--- src/tdmtx_defines.svh ---
// Constants for the TDM slot transmitter: offsets, fields, resets and timing
`ifndef TDMTX_DEFINES_SVH
`define TDMTX_DEFINES_SVH

// ---------------------------------------------------------------
// Register byte offsets
// ---------------------------------------------------------------
`define TDMTX_ADDR_CTRL 12'h000
`define TDMTX_ADDR_STATUS 12'h004
`define TDMTX_ADDR_CHAN_CFG 12'h008
`define TDMTX_ADDR_SLOT_COUNT 12'h00C
`define TDMTX_ADDR_SLOT_EN_LO 12'h010
`define TDMTX_ADDR_SLOT_EN_HI 12'h014
`define TDMTX_ADDR_DATA0 12'h020

// ---------------------------------------------------------------
// Field positions and reset values
// ---------------------------------------------------------------
`define TDMTX_CTRL_MASTER 0
`define TDMTX_CTRL_EARLY 1
`define TDMTX_CTRL_SYNC_EN 2
`define TDMTX_CTRL_LPD 3
`define TDMTX_CTRL_ULPD 4
`define TDMTX_STAT_SYNC_DONE 0
`define TDMTX_STAT_FRAME_RUN 1
`define TDMTX_CFG_STATE_BIT 6
`define TDMTX_COUNT_RESET 12'h333
`define TDMTX_SLOT_EN_RESET 48'hFFFF_FFFF_FFFF

// ---------------------------------------------------------------
// Frame geometry
// ---------------------------------------------------------------
`define TDMTX_CHANS 4
`define TDMTX_DATA_W 24
`define TDMTX_WINDOW_BITS 11'd384
`define TDMTX_TAIL_END 11'd400
`define TDMTX_LAST_HANDOFF 11'd376

// ---------------------------------------------------------------
// Timing
// ---------------------------------------------------------------
`define TDMTX_CLK_MHZ 200
`define TDMTX_BCLK_HALF_NS 10
`define TDMTX_BCLK_HALF_CYC (((`TDMTX_BCLK_HALF_NS) * (`TDMTX_CLK_MHZ) + 999) / 1000)
`define TDMTX_SYNC_PULSE_NS 100
`define TDMTX_SYNC_PULSE_CYC (((`TDMTX_SYNC_PULSE_NS) * (`TDMTX_CLK_MHZ) + 999) / 1000)

`endif

--- src/tdmtx_pkg.sv ---
// Types shared by the TDM slot transmitter modules
`default_nettype none

package tdmtx_pkg;
    // Position of a bit within the frame
    typedef logic [10:0] tdmtx_pos_t;
    // Frame shifting phase
    typedef enum logic [1:0] {PH_IDLE, PH_ARMED, PH_RUN} tdmtx_phase_t;
    // Multichip sync initiator phase
    typedef enum logic [1:0] {SY_IDLE, SY_PULSE, SY_HOLD} tdmtx_sync_t;
endpackage

`default_nettype wire

--- src/tdmtx_slot_map.sv ---
// Channel-to-slot mapper: picks the owning channel and the bit for a frame position
`default_nettype none
`include "tdmtx_defines.svh"

module tdmtx_slot_map (
    input wire tdmtx_pkg::tdmtx_pos_t bitPos,
    input wire logic [23:0] startSlot,
    input wire logic [3:0] txState,
    input wire logic [11:0] slotCount,
    input wire logic [95:0] sample,
    output logic hit,
    output logic bitVal
);
    import tdmtx_pkg::*;

    logic [7:0] slot;
    logic [7:0] bestStart;
    logic [1:0] best;
    logic [7:0] idx;
    logic [23:0] word;

    // ---------------------------------------------------------------
    // Owner selection
    // ---------------------------------------------------------------
    // Later start wins; a tie keeps the lower channel (strict compare)
    always_comb begin
        slot = {2'b00, bitPos[8:3]} | {bitPos[10:9], 6'b000000};
        hit = 1'b0;
        bestStart = 8'h00;
        best = 2'd0;
        for (int i = 0; i < `TDMTX_CHANS; i++) begin
            if (txState[i] && slot >= {2'b00, startSlot[6*i +: 6]} &&
                slot < {2'b00, startSlot[6*i +: 6]} + {5'b00000, slotCount[3*i +: 3]}) begin
                if (!hit || {2'b00, startSlot[6*i +: 6]} > bestStart) begin
                    hit = 1'b1;
                    bestStart = {2'b00, startSlot[6*i +: 6]};
                    best = 2'(i);
                end
            end
        end
    end

    // ---------------------------------------------------------------
    // Bit pick, MSB first
    // ---------------------------------------------------------------
    // Word is always the full 24-bit sample whatever its bus width
    always_comb begin
        word = sample[24*best +: 24];
        idx = {5'(slot - bestStart), 3'b000} | {5'b00000, bitPos[2:0]};
        if (idx < 8'(`TDMTX_DATA_W)) begin
            bitVal = word[5'(8'd23 - idx)];
        end else begin
            bitVal = 1'b0; // Zero fill past the sample
        end
    end
endmodule

`default_nettype wire

--- src/tdmtx_transmitter.sv ---
// TDM slot transmitter top: APB registers, bit clock, frame shifter, multichip sync
//
// Register access over APB and the placing of the registers were chosen for this implementation.
`default_nettype none
`include "tdmtx_defines.svh"

// Behaviour
// As bit-clock slave, shift data only on incoming bit clock edges.
// As bit-clock master, keep the generated bit clock running all frame.
// Each channel starts at one of 48 slots, sent MSB first.
// A channel with transmit state cleared is never loaded into a slot.
// Only enabled loaded slots drive the serial data output.
// Disabled slots are high impedance; neighbouring enabled slots still send.
// Overlapping later-starting data set wins the shared slots.
// Same start slot: lowest-numbered channel wins.
// Each channel holds a full 24-bit transmit word.
// Short allocation sends upper bits, drops the low ones.
// Long allocation sends all 24 bits then zeros.
// Hand the line over within half a bit clock.
// Early-first-bit mode hands over with no margin.
// Last bit before a disabled slot releases half a clock early.
// After slot 47 drive at most 16 clocks, then low.
// Starts at slots 46 or 47 send all 24 bits, then low.
// Slot 47 disabled: high impedance until frame end.
// Seeing a completed sync pulse sets sync-done, initiator included.
// Controller powers and configures all, then enables sync on one initiator.
// Alternate order: initiator sync enable first, initiator powered last.
// First bit on second rising edge after frame sync; early moves half clock.
// Master bit clock is a plain copy rate from the core clock; here it is the core clock divided by 4.
// Slot and bit counters restart at every frame start.
// Channel words sampled once per frame before any slot.
module tdmtx_transmitter (
    input wire logic mclk,
    input wire logic rst_b,
    input wire logic psel,
    input wire logic penable,
    input wire logic pwrite,
    input wire logic [11:0] paddr,
    input wire logic [31:0] pwdata,
    output logic [31:0] prdata,
    output logic pready,
    output logic pslverr,
    input wire logic bitClkIn,
    input wire logic frameSyncIn,
    input wire logic syncIn,
    output logic bitClkOut,
    output logic bitClkOe,
    output logic serialDataOut,
    output logic serialDataOe,
    output logic syncOut,
    output logic syncOe
);
    import tdmtx_pkg::*;

    // ---------------------------------------------------------------
    // Declarations
    // ---------------------------------------------------------------
    logic masterMode;
    logic earlyFirstBit;
    logic syncEnable;
    logic lowPowerDown;
    logic ultraLowPowerDown;
    logic syncDone;
    logic [23:0] channelStartSlot;
    logic [3:0] channelTransmitState;
    logic [11:0] channelSlotCount;
    logic [47:0] slotTransmitEnable;
    logic [23:0] chanData [4];
    logic [95:0] sample;
    logic [2:0] pinMeta;
    logic [2:0] pinSync;
    logic bclkPrev;
    logic fsyncPrev;
    logic syncLowSeen;
    logic [2:0] divCnt;
    logic [4:0] syncCnt;
    tdmtx_sync_t syncPhase;
    tdmtx_phase_t phase;
    tdmtx_pos_t bitPos;
    tdmtx_pos_t shownPos;
    logic powered;
    logic bclkLevel;
    logic rise;
    logic fall;
    logic launch;
    logic midEdge;
    logic frameStart;
    logic apbSetup;
    logic apbWrite;
    logic [3:0] regSel;
    logic mapHit;
    logic mapBit;
    logic next_dataOe;
    logic next_dataOut;
    logic [5:0] nextSlot;

    // Register index from address; 4'hF marks an unmapped address
    function automatic logic [3:0] decodeReg(input logic [11:0] a);
        unique case (a)
            `TDMTX_ADDR_CTRL: decodeReg = 4'h0;
            `TDMTX_ADDR_STATUS: decodeReg = 4'h1;
            `TDMTX_ADDR_CHAN_CFG: decodeReg = 4'h2;
            `TDMTX_ADDR_SLOT_COUNT: decodeReg = 4'h3;
            `TDMTX_ADDR_SLOT_EN_LO: decodeReg = 4'h4;
            `TDMTX_ADDR_SLOT_EN_HI: decodeReg = 4'h5;
            `TDMTX_ADDR_DATA0: decodeReg = 4'h6;
            `TDMTX_ADDR_DATA0 + 12'h004: decodeReg = 4'h7;
            `TDMTX_ADDR_DATA0 + 12'h008: decodeReg = 4'h8;
            `TDMTX_ADDR_DATA0 + 12'h00C: decodeReg = 4'h9;
            default: decodeReg = 4'hF;
        endcase
    endfunction

    // ---------------------------------------------------------------
    // APB slave
    // ---------------------------------------------------------------
    // One wait state; the write lands on the edge that sees pready high
    assign apbSetup = psel && penable && !pready;
    assign apbWrite = psel && penable && pready && pwrite;
    assign regSel = decodeReg(paddr);
    assign powered = !lowPowerDown && !ultraLowPowerDown;

    // Handshake and read data
    always_ff @(posedge mclk) begin
        if (!rst_b) begin
            pready <= 1'b0;
            pslverr <= 1'b0;
            prdata <= 32'h0000_0000;
        end else begin
            pready <= apbSetup;
            pslverr <= apbSetup && (regSel == 4'hF);
            prdata <= 32'h0000_0000;
            if (apbSetup && !pwrite) begin
                unique case (regSel)
                    4'h0: prdata <= {27'h0, ultraLowPowerDown, lowPowerDown, syncEnable, earlyFirstBit, masterMode};
                    4'h1: prdata <= {30'h0, phase == PH_RUN, syncDone};
                    4'h2: begin
                        for (int i = 0; i < `TDMTX_CHANS; i++) begin
                            prdata[8*i +: 7] <= {channelTransmitState[i], channelStartSlot[6*i +: 6]};
                        end
                    end
                    4'h3: begin
                        for (int i = 0; i < `TDMTX_CHANS; i++) begin
                            prdata[4*i +: 3] <= channelSlotCount[3*i +: 3];
                        end
                    end
                    4'h4: prdata <= slotTransmitEnable[31:0];
                    4'h5: prdata <= {16'h0000, slotTransmitEnable[47:32]};
                    4'h6, 4'h7, 4'h8, 4'h9: prdata <= {8'h00, chanData[2'(regSel - 4'h6)]};
                    default: prdata <= 32'h0000_0000;
                endcase
            end
        end
    end

    // Control, mapping and data registers
    always_ff @(posedge mclk) begin
        if (!rst_b) begin
            masterMode <= 1'b0;
            earlyFirstBit <= 1'b0;
            syncEnable <= 1'b0;
            lowPowerDown <= 1'b1;
            ultraLowPowerDown <= 1'b1;
            channelStartSlot <= 24'h000000;
            channelTransmitState <= 4'h0;
            channelSlotCount <= `TDMTX_COUNT_RESET;
            slotTransmitEnable <= `TDMTX_SLOT_EN_RESET;
            for (int i = 0; i < `TDMTX_CHANS; i++) begin
                chanData[i] <= 24'h000000;
            end
        end else if (apbWrite) begin
            unique case (regSel)
                4'h0: begin
                    masterMode <= pwdata[`TDMTX_CTRL_MASTER];
                    earlyFirstBit <= pwdata[`TDMTX_CTRL_EARLY];
                    syncEnable <= pwdata[`TDMTX_CTRL_SYNC_EN];
                    lowPowerDown <= pwdata[`TDMTX_CTRL_LPD];
                    ultraLowPowerDown <= pwdata[`TDMTX_CTRL_ULPD];
                end
                4'h2: begin
                    for (int i = 0; i < `TDMTX_CHANS; i++) begin
                        channelStartSlot[6*i +: 6] <= pwdata[8*i +: 6];
                        channelTransmitState[i] <= pwdata[8*i + `TDMTX_CFG_STATE_BIT];
                    end
                end
                4'h3: begin
                    for (int i = 0; i < `TDMTX_CHANS; i++) begin
                        channelSlotCount[3*i +: 3] <= pwdata[4*i +: 3];
                    end
                end
                4'h4: slotTransmitEnable[31:0] <= pwdata;
                4'h5: slotTransmitEnable[47:32] <= pwdata[15:0];
                4'h6, 4'h7, 4'h8, 4'h9: chanData[2'(regSel - 4'h6)] <= pwdata[23:0];
                default: ;
            endcase
        end
    end

    // ---------------------------------------------------------------
    // Pin synchronisers
    // ---------------------------------------------------------------
    // Bit clock, frame sync and sync pin cross in by two flops each
    generate
        for (genvar g = 0; g < 3; g++) begin : g_sync
            always_ff @(posedge mclk) begin
                if (!rst_b) begin
                    pinMeta[g] <= (g == 2); // Idle levels: sync line rests high
                    pinSync[g] <= (g == 2);
                end else begin
                    pinMeta[g] <= (g == 0) ? bitClkIn : ((g == 1) ? frameSyncIn : syncIn);
                    pinSync[g] <= pinMeta[g];
                end
            end
        end
    endgenerate

    // ---------------------------------------------------------------
    // Bit clock source and edges
    // ---------------------------------------------------------------
    // Master clock runs free while powered, never gated after the data
    always_ff @(posedge mclk) begin
        if (!rst_b) begin
            divCnt <= 3'd0;
            bitClkOut <= 1'b0;
            bitClkOe <= 1'b0;
        end else begin
            bitClkOe <= masterMode;
            if (masterMode && powered) begin
                if (divCnt == 3'(`TDMTX_BCLK_HALF_CYC - 1)) begin
                    divCnt <= 3'd0;
                    bitClkOut <= ~bitClkOut;
                end else begin
                    divCnt <= divCnt + 3'd1;
                end
            end else begin
                divCnt <= 3'd0;
                bitClkOut <= 1'b0;
            end
        end
    end

    // Slave mode moves only on edges of the incoming clock
    assign bclkLevel = masterMode ? bitClkOut : pinSync[0];
    assign rise = bclkLevel && !bclkPrev;
    assign fall = !bclkLevel && bclkPrev;
    assign launch = earlyFirstBit ? fall : rise;
    assign midEdge = earlyFirstBit ? rise : fall;
    assign frameStart = rise && pinSync[1] && !fsyncPrev && powered;

    // Edge history
    always_ff @(posedge mclk) begin
        if (!rst_b) begin
            bclkPrev <= 1'b0;
            fsyncPrev <= 1'b0;
        end else begin
            bclkPrev <= bclkLevel;
            if (rise) begin
                fsyncPrev <= pinSync[1];
            end
        end
    end

    // ---------------------------------------------------------------
    // Frame shifter
    // ---------------------------------------------------------------
    tdmtx_slot_map u_map (
        .bitPos(bitPos),
        .startSlot(channelStartSlot),
        .txState(channelTransmitState),
        .slotCount(channelSlotCount),
        .sample(sample),
        .hit(mapHit),
        .bitVal(mapBit)
    );

    // Drive decision for the bit about to be launched
    always_comb begin
        next_dataOe = 1'b0;
        next_dataOut = 1'b0;
        if (bitPos < `TDMTX_WINDOW_BITS) begin
            next_dataOe = slotTransmitEnable[bitPos[8:3]] && mapHit;
            next_dataOut = mapBit;
        end else if (!slotTransmitEnable[47]) begin
            next_dataOe = 1'b0;
        end else if (bitPos < `TDMTX_TAIL_END) begin
            next_dataOe = 1'b1;
            next_dataOut = mapHit && mapBit;
        end else begin
            next_dataOe = 1'b1; // Low to frame end
        end
    end

    // Whole sample caught at frame start so one frame never mixes two
    always_ff @(posedge mclk) begin
        if (!rst_b) begin
            sample <= 96'h0;
        end else if (frameStart) begin
            sample <= {chanData[3], chanData[2], chanData[1], chanData[0]};
        end
    end

    assign nextSlot = shownPos[8:3] + 6'd1;

    // Phase, counters and the data pin
    always_ff @(posedge mclk) begin
        if (!rst_b) begin
            phase <= PH_IDLE;
            bitPos <= 11'd0;
            shownPos <= 11'd0;
            serialDataOe <= 1'b0;
            serialDataOut <= 1'b0;
        end else if (!powered) begin
            phase <= PH_IDLE;
            serialDataOe <= 1'b0;
            serialDataOut <= 1'b0;
        end else if (frameStart) begin
            phase <= PH_ARMED;
            bitPos <= 11'd0;
        end else if (phase != PH_IDLE && launch) begin
            phase <= PH_RUN;
            serialDataOe <= next_dataOe;
            serialDataOut <= next_dataOut;
            shownPos <= bitPos;
            if (bitPos != 11'h7FF) begin
                bitPos <= bitPos + 11'd1;
            end
        end else if (phase == PH_RUN && midEdge && !earlyFirstBit && shownPos[2:0] == 3'd7 &&
                     shownPos < `TDMTX_LAST_HANDOFF && !slotTransmitEnable[nextSlot]) begin
            serialDataOe <= 1'b0;
        end
    end

    // ---------------------------------------------------------------
    // Multichip sync
    // ---------------------------------------------------------------
    // Initiator pulls the shared line low once per enable
    always_ff @(posedge mclk) begin
        if (!rst_b) begin
            syncPhase <= SY_IDLE;
            syncCnt <= 5'd0;
            syncOe <= 1'b0;
            syncOut <= 1'b0;
        end else begin
            syncOut <= 1'b0;
            unique case (syncPhase)
                SY_IDLE: begin
                    if (syncEnable && powered) begin
                        syncPhase <= SY_PULSE;
                        syncOe <= 1'b1;
                        syncCnt <= 5'(`TDMTX_SYNC_PULSE_CYC - 1);
                    end
                end
                SY_PULSE: begin
                    if (syncCnt == 5'd0) begin
                        syncOe <= 1'b0;
                        syncPhase <= SY_HOLD;
                    end else begin
                        syncCnt <= syncCnt - 5'd1;
                    end
                end
                SY_HOLD: begin
                    if (!syncEnable) begin
                        syncPhase <= SY_IDLE;
                    end
                end
            endcase
        end
    end

    // Any powered device completing a low pulse reports done; set beats clear
    always_ff @(posedge mclk) begin
        if (!rst_b) begin
            syncLowSeen <= 1'b0;
            syncDone <= 1'b0;
        end else begin
            if (!pinSync[2] && powered) begin
                syncLowSeen <= 1'b1;
            end else if (pinSync[2]) begin
                syncLowSeen <= 1'b0;
            end
            if (pinSync[2] && syncLowSeen && powered) begin
                syncDone <= 1'b1;
            end else if (apbWrite && regSel == 4'h1 && pwdata[`TDMTX_STAT_SYNC_DONE]) begin
                syncDone <= 1'b0;
            end
        end
    end
endmodule

`default_nettype wire

--- config.mk ---
export PLATFORM = sky130hd
export DESIGN_NAME = tdmtx_transmitter
export DESIGN_NICKNAME = d
export VERILOG_FILES = /design/src/tdmtx_pkg.sv /design/src/tdmtx_slot_map.sv /design/src/tdmtx_transmitter.sv
export VERILOG_INCLUDE_DIRS = /design/src /design/src/src
export SDC_FILE = /design/constraint.sdc
export NUM_CORES = 1
export LEC_CHECK = 0
export BUFFER_PORTS_ARGS = -buffer_cell sky130_fd_sc_hd__buf_2
export CAP_MARGIN = 20
export CORE_UTILIZATION = 45
export CTS_CLUSTER_DIAMETER = 120
export CTS_CLUSTER_SIZE = 24
export DETAILED_ROUTE_END_ITERATION = 10
export GPL_ROUTABILITY_DRIVEN = 0
export GPL_TIMING_DRIVEN = 0
export PLACE_DENSITY_LB_ADDON = 0.1
export SYNTH_ARGS = -nofsm -noshare
export SYNTH_HDL_FRONTEND = slang
export SYNTH_SLANG_ARGS = --single-unit
export TNS_END_PERCENT = 20
--- constraint.sdc ---
create_clock -name mclk -period 19.6 [get_ports mclk]
set_input_delay 3.92 -clock mclk [delete_from_list [all_inputs] [get_ports mclk]]
set_output_delay 3.92 -clock mclk [all_outputs]
set_load 0.05 [all_outputs]
==> After elaboration in Yosys (flattened, before gate mapping) <==
Memory sizes are Yosys's and may differ from the RTL's. A register that Yosys moved wholly into a read port is not among the register bits.
Cells that the tools add are included.
{ "word_totals": {"output_inout_bits": 40, "word_cells": 266, "register_bits": 176, "inputBits": 52, "memories": 1, "ram_bits": 96} }
{ "mem_list": {"columns": ["name", "words", "width", "rd", "rd_clocked_by_memory_dff", "wr", "line_no", "source"], "rows": [
  ["chanData", 4, 24, 5, 4, 4, "tdmtx_transmitter.sv:68", "logic [23:0] chanData [4];"]
]} }
{ "op_classes": {"n_bitwise": 7, "magnitude_cmp": 18, "muxes": 76, "mul": 1, "addsub": 11, "n_eq_ne": 29, "shift": 1, "n_reduce_logical": 86} }
{ "op_table": {"columns": ["operator", "count"], "rows": [
  ["96-bit by 8-bit variable part select with 24-bit output", 1],
  ["12-bit by 6-bit equality test with 1-bit output, second input constant", 4],
  ["4-bit case mux with 10 select lines", 1],
  ["1-bit two-way mux", 36],
  ["1-bit logical AND", 35],
  ["11-bit by 9-bit < comparator with 1-bit output, second input constant", 3],
  ["11-bit two-way mux", 3],
  ["8-bit by 6-bit >= comparator with 1-bit output", 4],
  ["8-bit by 7-bit < comparator with 1-bit output", 4],
  ["3-bit case mux with 5 select lines", 2],
  ["6-bit by 3-bit adder with 7-bit output", 4],
  ["12-bit by 4-bit equality test with 1-bit output, second input constant", 2],
  ["12-bit by 5-bit equality test with 1-bit output, second input constant", 2],
  ["24-bit two-way mux", 1],
  ["8-bit two-way mux", 3],
  ["24-bit OR reduction", 1],
  ["3-bit case mux with 7 select lines", 1],
  ["7-bit case mux with 3 select lines", 1],
  ["5-bit two-way mux", 4],
  ["2-bit AND reduction", 10],
  ["2-bit two-way mux", 9],
  ["3-bit case mux with 6 select lines", 1],
  ["3-bit AND reduction", 6],
  ["1-bit zero test", 17],
  ["other kinds (45)", 74]
]} }

==> Logic depth before layout (Yosys ltp) <==
{ "logic_depth": {"ltp_word": 27, "depth_mapped": 50, "ltp_nobuf": 46} }

==> Modules after synthesis <==
A second synthesis with hierarchy kept.
{ "unflattened": {"hier_cells": 2096, "area_unflattened_um2": 18935.7} }
{ "by_module_without_submodules": {"columns": ["mod", "area_each_um2", "seq_area_each_um2", "cells_per_inst", "n_inst"], "rows": [
  ["tdmtx_transmitter", 15280.9, 8328.0, 1623, 1],
  ["tdmtx_slot_map", 3654.8, 0.0, 473, 1]
]} }

==> Worst setup path before layout <==
No wires, ideal clock.
{ "synth_timing": {"kind": "register to register", "from": "reg channelStartSlot[0]", "to": "reg serialDataOut", "synth_period_minus_slack_ns": 9.335, "path_buffers": 4, "path_stages_with_launch": 46, "setup_time_ns": 0.086, "arrival_ns": 9.249, "t_required_ns": 19.514, "path_slack_ns": 10.265, "cell_sequence": "dfxtp_1 -> ha_1 -> fa_1 -> a21o_1 -> nand2_1 -> xnor2_1 -> ha_1 -> a21oi_1 -> o211a_1 -> o31ai_1 -> nor2_1 -> nand2_1 -> ha_1 -> a21oi_1 -> a21o_1 -> a21oi_1 -> or3_1 -> buf_6 -> [... 10 more ...] -> mux2_2 -> ha_1 -> and4_1 -> a32oi_1 -> o41ai_1 -> o2111ai_1 -> o211ai_2 -> buf_2 -> buf_2 -> nand2_1 -> o21ai_0 -> ha_1 -> fa_1 -> o2111ai_1 -> or4_1 -> a311oi_1 -> a32oi_1 -> a221oi_2"} }
{ "synth_via": {"elab_chain_len": 26, "word_cells_on_any_way": 47, "cone_classes": "3 x add/sub; 1 x mul; 6 x order compare; 1 x shift; 26 x mux; 1 x bitwise; 9 x reduce/logical"} }
{ "synth_lines": {"columns": ["item", "line_no", "source"], "rows": [
  ["start: declaration", "tdmtx_transmitter.sv:64", "logic [23:0] channelStartSlot;"],
  ["start signal: indexed assignment", "tdmtx_transmitter.sv:182", "channelStartSlot[6*i +: 6] <= pwdata[8*i +: 6];"],
  ["branches (longest 25 deep; another with 8-bit by 7-bit < comparator with 1-bit output)", null, null],
  ["1-bit two-way mux *", "tdmtx_transmitter.sv:280", "if (bitPos < `TDMTX_WINDOW_BITS) begin"],
  ["end signal: assignment", "tdmtx_transmitter.sv:322", "serialDataOut <= next_dataOut;"],
  ["end: declaration", "tdmtx_transmitter.sv:48", "output logic serialDataOut,"]
]} }
Mark *: on every way between the ends. The select of a mux whose other input is x is not followed.
A chain may end at the register's enable or synchronous reset.

==> Final worst setup path <==
{ "layout_timing": {"from": "reg bitPos[3]", "to": "reg serialDataOut"} }
{ "layout_via": {"elab_chain_len": 27, "word_cells_on_any_way": 61, "cone_classes": "2 x add/sub; 1 x mul; 14 x order compare; 1 x shift; 26 x mux; 2 x bitwise; 15 x reduce/logical"} }
{ "layout_lines": {"columns": ["item", "line_no", "source"], "rows": [
  ["start: declaration", "tdmtx_transmitter.sv:79", "tdmtx_pos_t bitPos;"],
  ["start signal: assignment", "tdmtx_transmitter.sv:325", "bitPos <= bitPos + 11'd1;"],
  ["branches (longest 26 deep; another with 8-bit by 6-bit >= comparator with 1-bit output)", null, null],
  ["1-bit two-way mux *", "tdmtx_transmitter.sv:280", null]
]} }
Marked as above.

==> metrics.cfg <==
[run_status]
status = complete, but fails checks
violations = DRC

[synth]
yosysTopAreaCell = dfxtp_1
yosys-top-cells-area = dfxtp_1 29%, edfxtp_1 15%, nand2_1 9.9%
synth.distinct_cells = 82
syn_inst = 2124
syn-num-nets = 2272
synth-edff-count = 96
synth-main-ff-cell = dfxtp_1
syn-cell-area_um2 = 18950
yosysTopAreaCellShare_pct = 28.73
async_reset_ff_share_pct = 0
ys_ff_latch = 368
yosys_warnings = 0
yosysSeqAreaShare_pct = 43.94
avgSynthCellArea_um2 = 8.923
synthTopCellsByCount = 502 x nand2_1, 272 x dfxtp_1, 139 x nor2_1
synth_most_common_cell = nand2_1

[grt]
track_usage_pct = 32.31
overflow = 0
antenna_found_initial = 0
grt_pass1_wl_um = 103300
grt_pass1_vias = 15812
grt_max_degree = 26

[place]
post-place-ws_ps = 7847
dp_hpwl_um = 54390
port_buffers = 90
dp.cells = 2751

[sta]
worst_slew_pin_slew_ps = 1027
finalMaxSlewViolations = 0
timing.final.crit_share_pct = 61.55
finalSetupViolCount = 0
fin_crit_ps = 12060
rsz0062_at_grt = false
clock_skew_ps = 32.60
max_freq_mhz = 82.89
hold_violations = 0
setup_ws_ps = 7536
slew_headroom_pct = 31.53
fin_tns_setup_ps = 0

[finish]
fin_util_pct = 50.45
drive_gt1_share_pct = 8.348
num_antenna_cells = 0
nets = 2390
syn2layout_area_growth_pct = 9.671
finalNonFillerCells = 2784

[critical_path]
worstPathMaxFanout = 10
cp_slowest_stage_delay_ps = 740
cp.arrival_ps = 12550
cp-start-kind = flop
critPathKind = reg2reg
cp-end-kind = flop
critPathSlowestCell = fa_1
cp.required_ps = 20090

[routing]
drc = 1
drt-vias-per-instance = 6.177
first_pass_iters = 11
first_iter_violations = 2016
routed_wl_um = 70930
vias = 17198
antenna_left = 0
wire_per_inst_um = 25.48

[run]
drv_cap = 0

[power_and_ir_drop]
peakVddDrop_mv = 0.05117
power_density_nw_per_um2 = 62.18
p_leak_nw = 7.678

[cts]
insertion_delay_ps = 580
cts_sinks = 368
cts_root_buf = clkbuf_16
clk_path_buf_depth = 3
post_cts_buffers = 0
cts.clk_slew.worst_paths_ps = 120
ctsHoldBuffers = 0
cts-buffers-inserted = 19
htreeDepth = 1
ctsResizeCount = 0
cts_tree = yes

[floorplan]
std_cell_rows = 74
die_w_um = 207.2
die_h_um = 207.2
coreArea_um2 = 41200
dieArea_um2 = 42940
initial_core_util_pct = 46.00
io_pins = 92

[worst_hold_path]
worstHoldPathType = reg2reg

[cells by family (layout without fill, tap and decap cells)]
family	count (synthesis)	in the layout	synth area share [%]
flip-flops	368	368	43.94
AND/OR/NAND/NOR	870	870	19.82
other	1	1	0.01979
multiplexers	68	68	5.162
adder cells (fa/ha/maj)	96	96	6.536
AO/OA/AOI/OAI	472	472	18.42
XOR/XNOR	33	33	1.525
buffers and inverters	216	344	4.575
[placed cells by master (no fill, tap or decap), types with 12 or more instances in the layout]
master,count
a21oi_1,61
mux2i_1,37
nor3_1,17
a31oi_1,33
a21boi_0,134
xnor2_1,28
a221oi_1,15
a221o_1,13
inv_1,82
nor2b_1,28
nand4_1,12
a21o_1,22
o21ai_0,43
a222oi_1,23
edfxtp_1,96
buf_2,100
nand2b_1,12
and2_1,15
nand3_1,87
clkbuf_16,19
nand2_1,502
nor2_1,139
ha_1,91
clkbuf_1,119
dfxtp_1,272
a22oi_1,21
and3_1,18
mux4_2,23
[worst max-delay path: cells and delay by family (launching register included)]
| family | cells | cell delay [ps] |
|---|---|---|
| adder cells (fa/ha/maj) | 6 | 2250 |
| AND/OR/NAND/NOR | 11 | 2440 |
| AO/OA/AOI/OAI | 19 | 4220 |
| buffers and inverters | 9 | 2700 |
| flip-flops | 1 | 340 |
[power breakdown]
group | switching [mW] | internal (mW) | leakage, nW
combinational | 0.0311 | 0.0142 | 4.23
sequential | 0.00635 | 0.785 | 3.19
clock | 0.270 | 0.186 | 0.258
[cell type report]
class	instances	area [um2]
sequential	368	8328
clock inverter	2	25.02
tap	532	665.6
multi-input combinational	1540	9803
timing repair buffer	97	584.3
inverter	82	307.8
buffer	134	559.3
clock buffer	29	513.0
fill	3893	20420
[routing by layer]
layer	wire [um]	vias to the layer above	GRT usage [%]
met2	30000	938	48.16
li1	-	7739	-
met4	3719	0	14.95
met1	30440	8351	46.34
met3	6768	170	4.402
met5	0	-	0
[path summary, 6_finish.rpt]
kind	start	endpoint	slack, ps	cells after the start
worst max-delay path	bitPos[3]$_SDFFE_PN0P_	serialDataOut$_SDFFE_PN0P_	7540	45
worst min-delay path	pinMeta[0]$_SDFF_PN0_	pinSync[0]$_SDFF_PN0_	440	1
worst max register to register	bitPos[3]$_SDFFE_PN0P_	serialDataOut$_SDFFE_PN0P_	7540	45
worst min register to register	pinMeta[0]$_SDFF_PN0_	pinSync[0]$_SDFF_PN0_	440	1
[metrics by stage]
step                power (mW)  hold WS, ps  area [um2]
global route             1.321        459.9       20790
global placement        0.8502        391.2       20070
floorplan               0.8224        386.3       18950
detailed placement      0.8527        416.7       20230
CTS                      1.292        439.8       20770
finish                   1.292        439.9       20790
[flip-flops by register name (all words and copies together) (netlist names), 2 cells and up]
name                  cells
channelTransmitState      4
phase                     2
sample                   96
slotTransmitEnable       48
pinSync                   3
pinMeta                   3
channelStartSlot         24
syncPhase                 2
divCnt                    3
chanData                 96
syncCnt                   5
channelSlotCount         12
shownPos                 11
prdata                   32
bitPos                   11
Note: power is estimated with default switching activity, not from simulation.
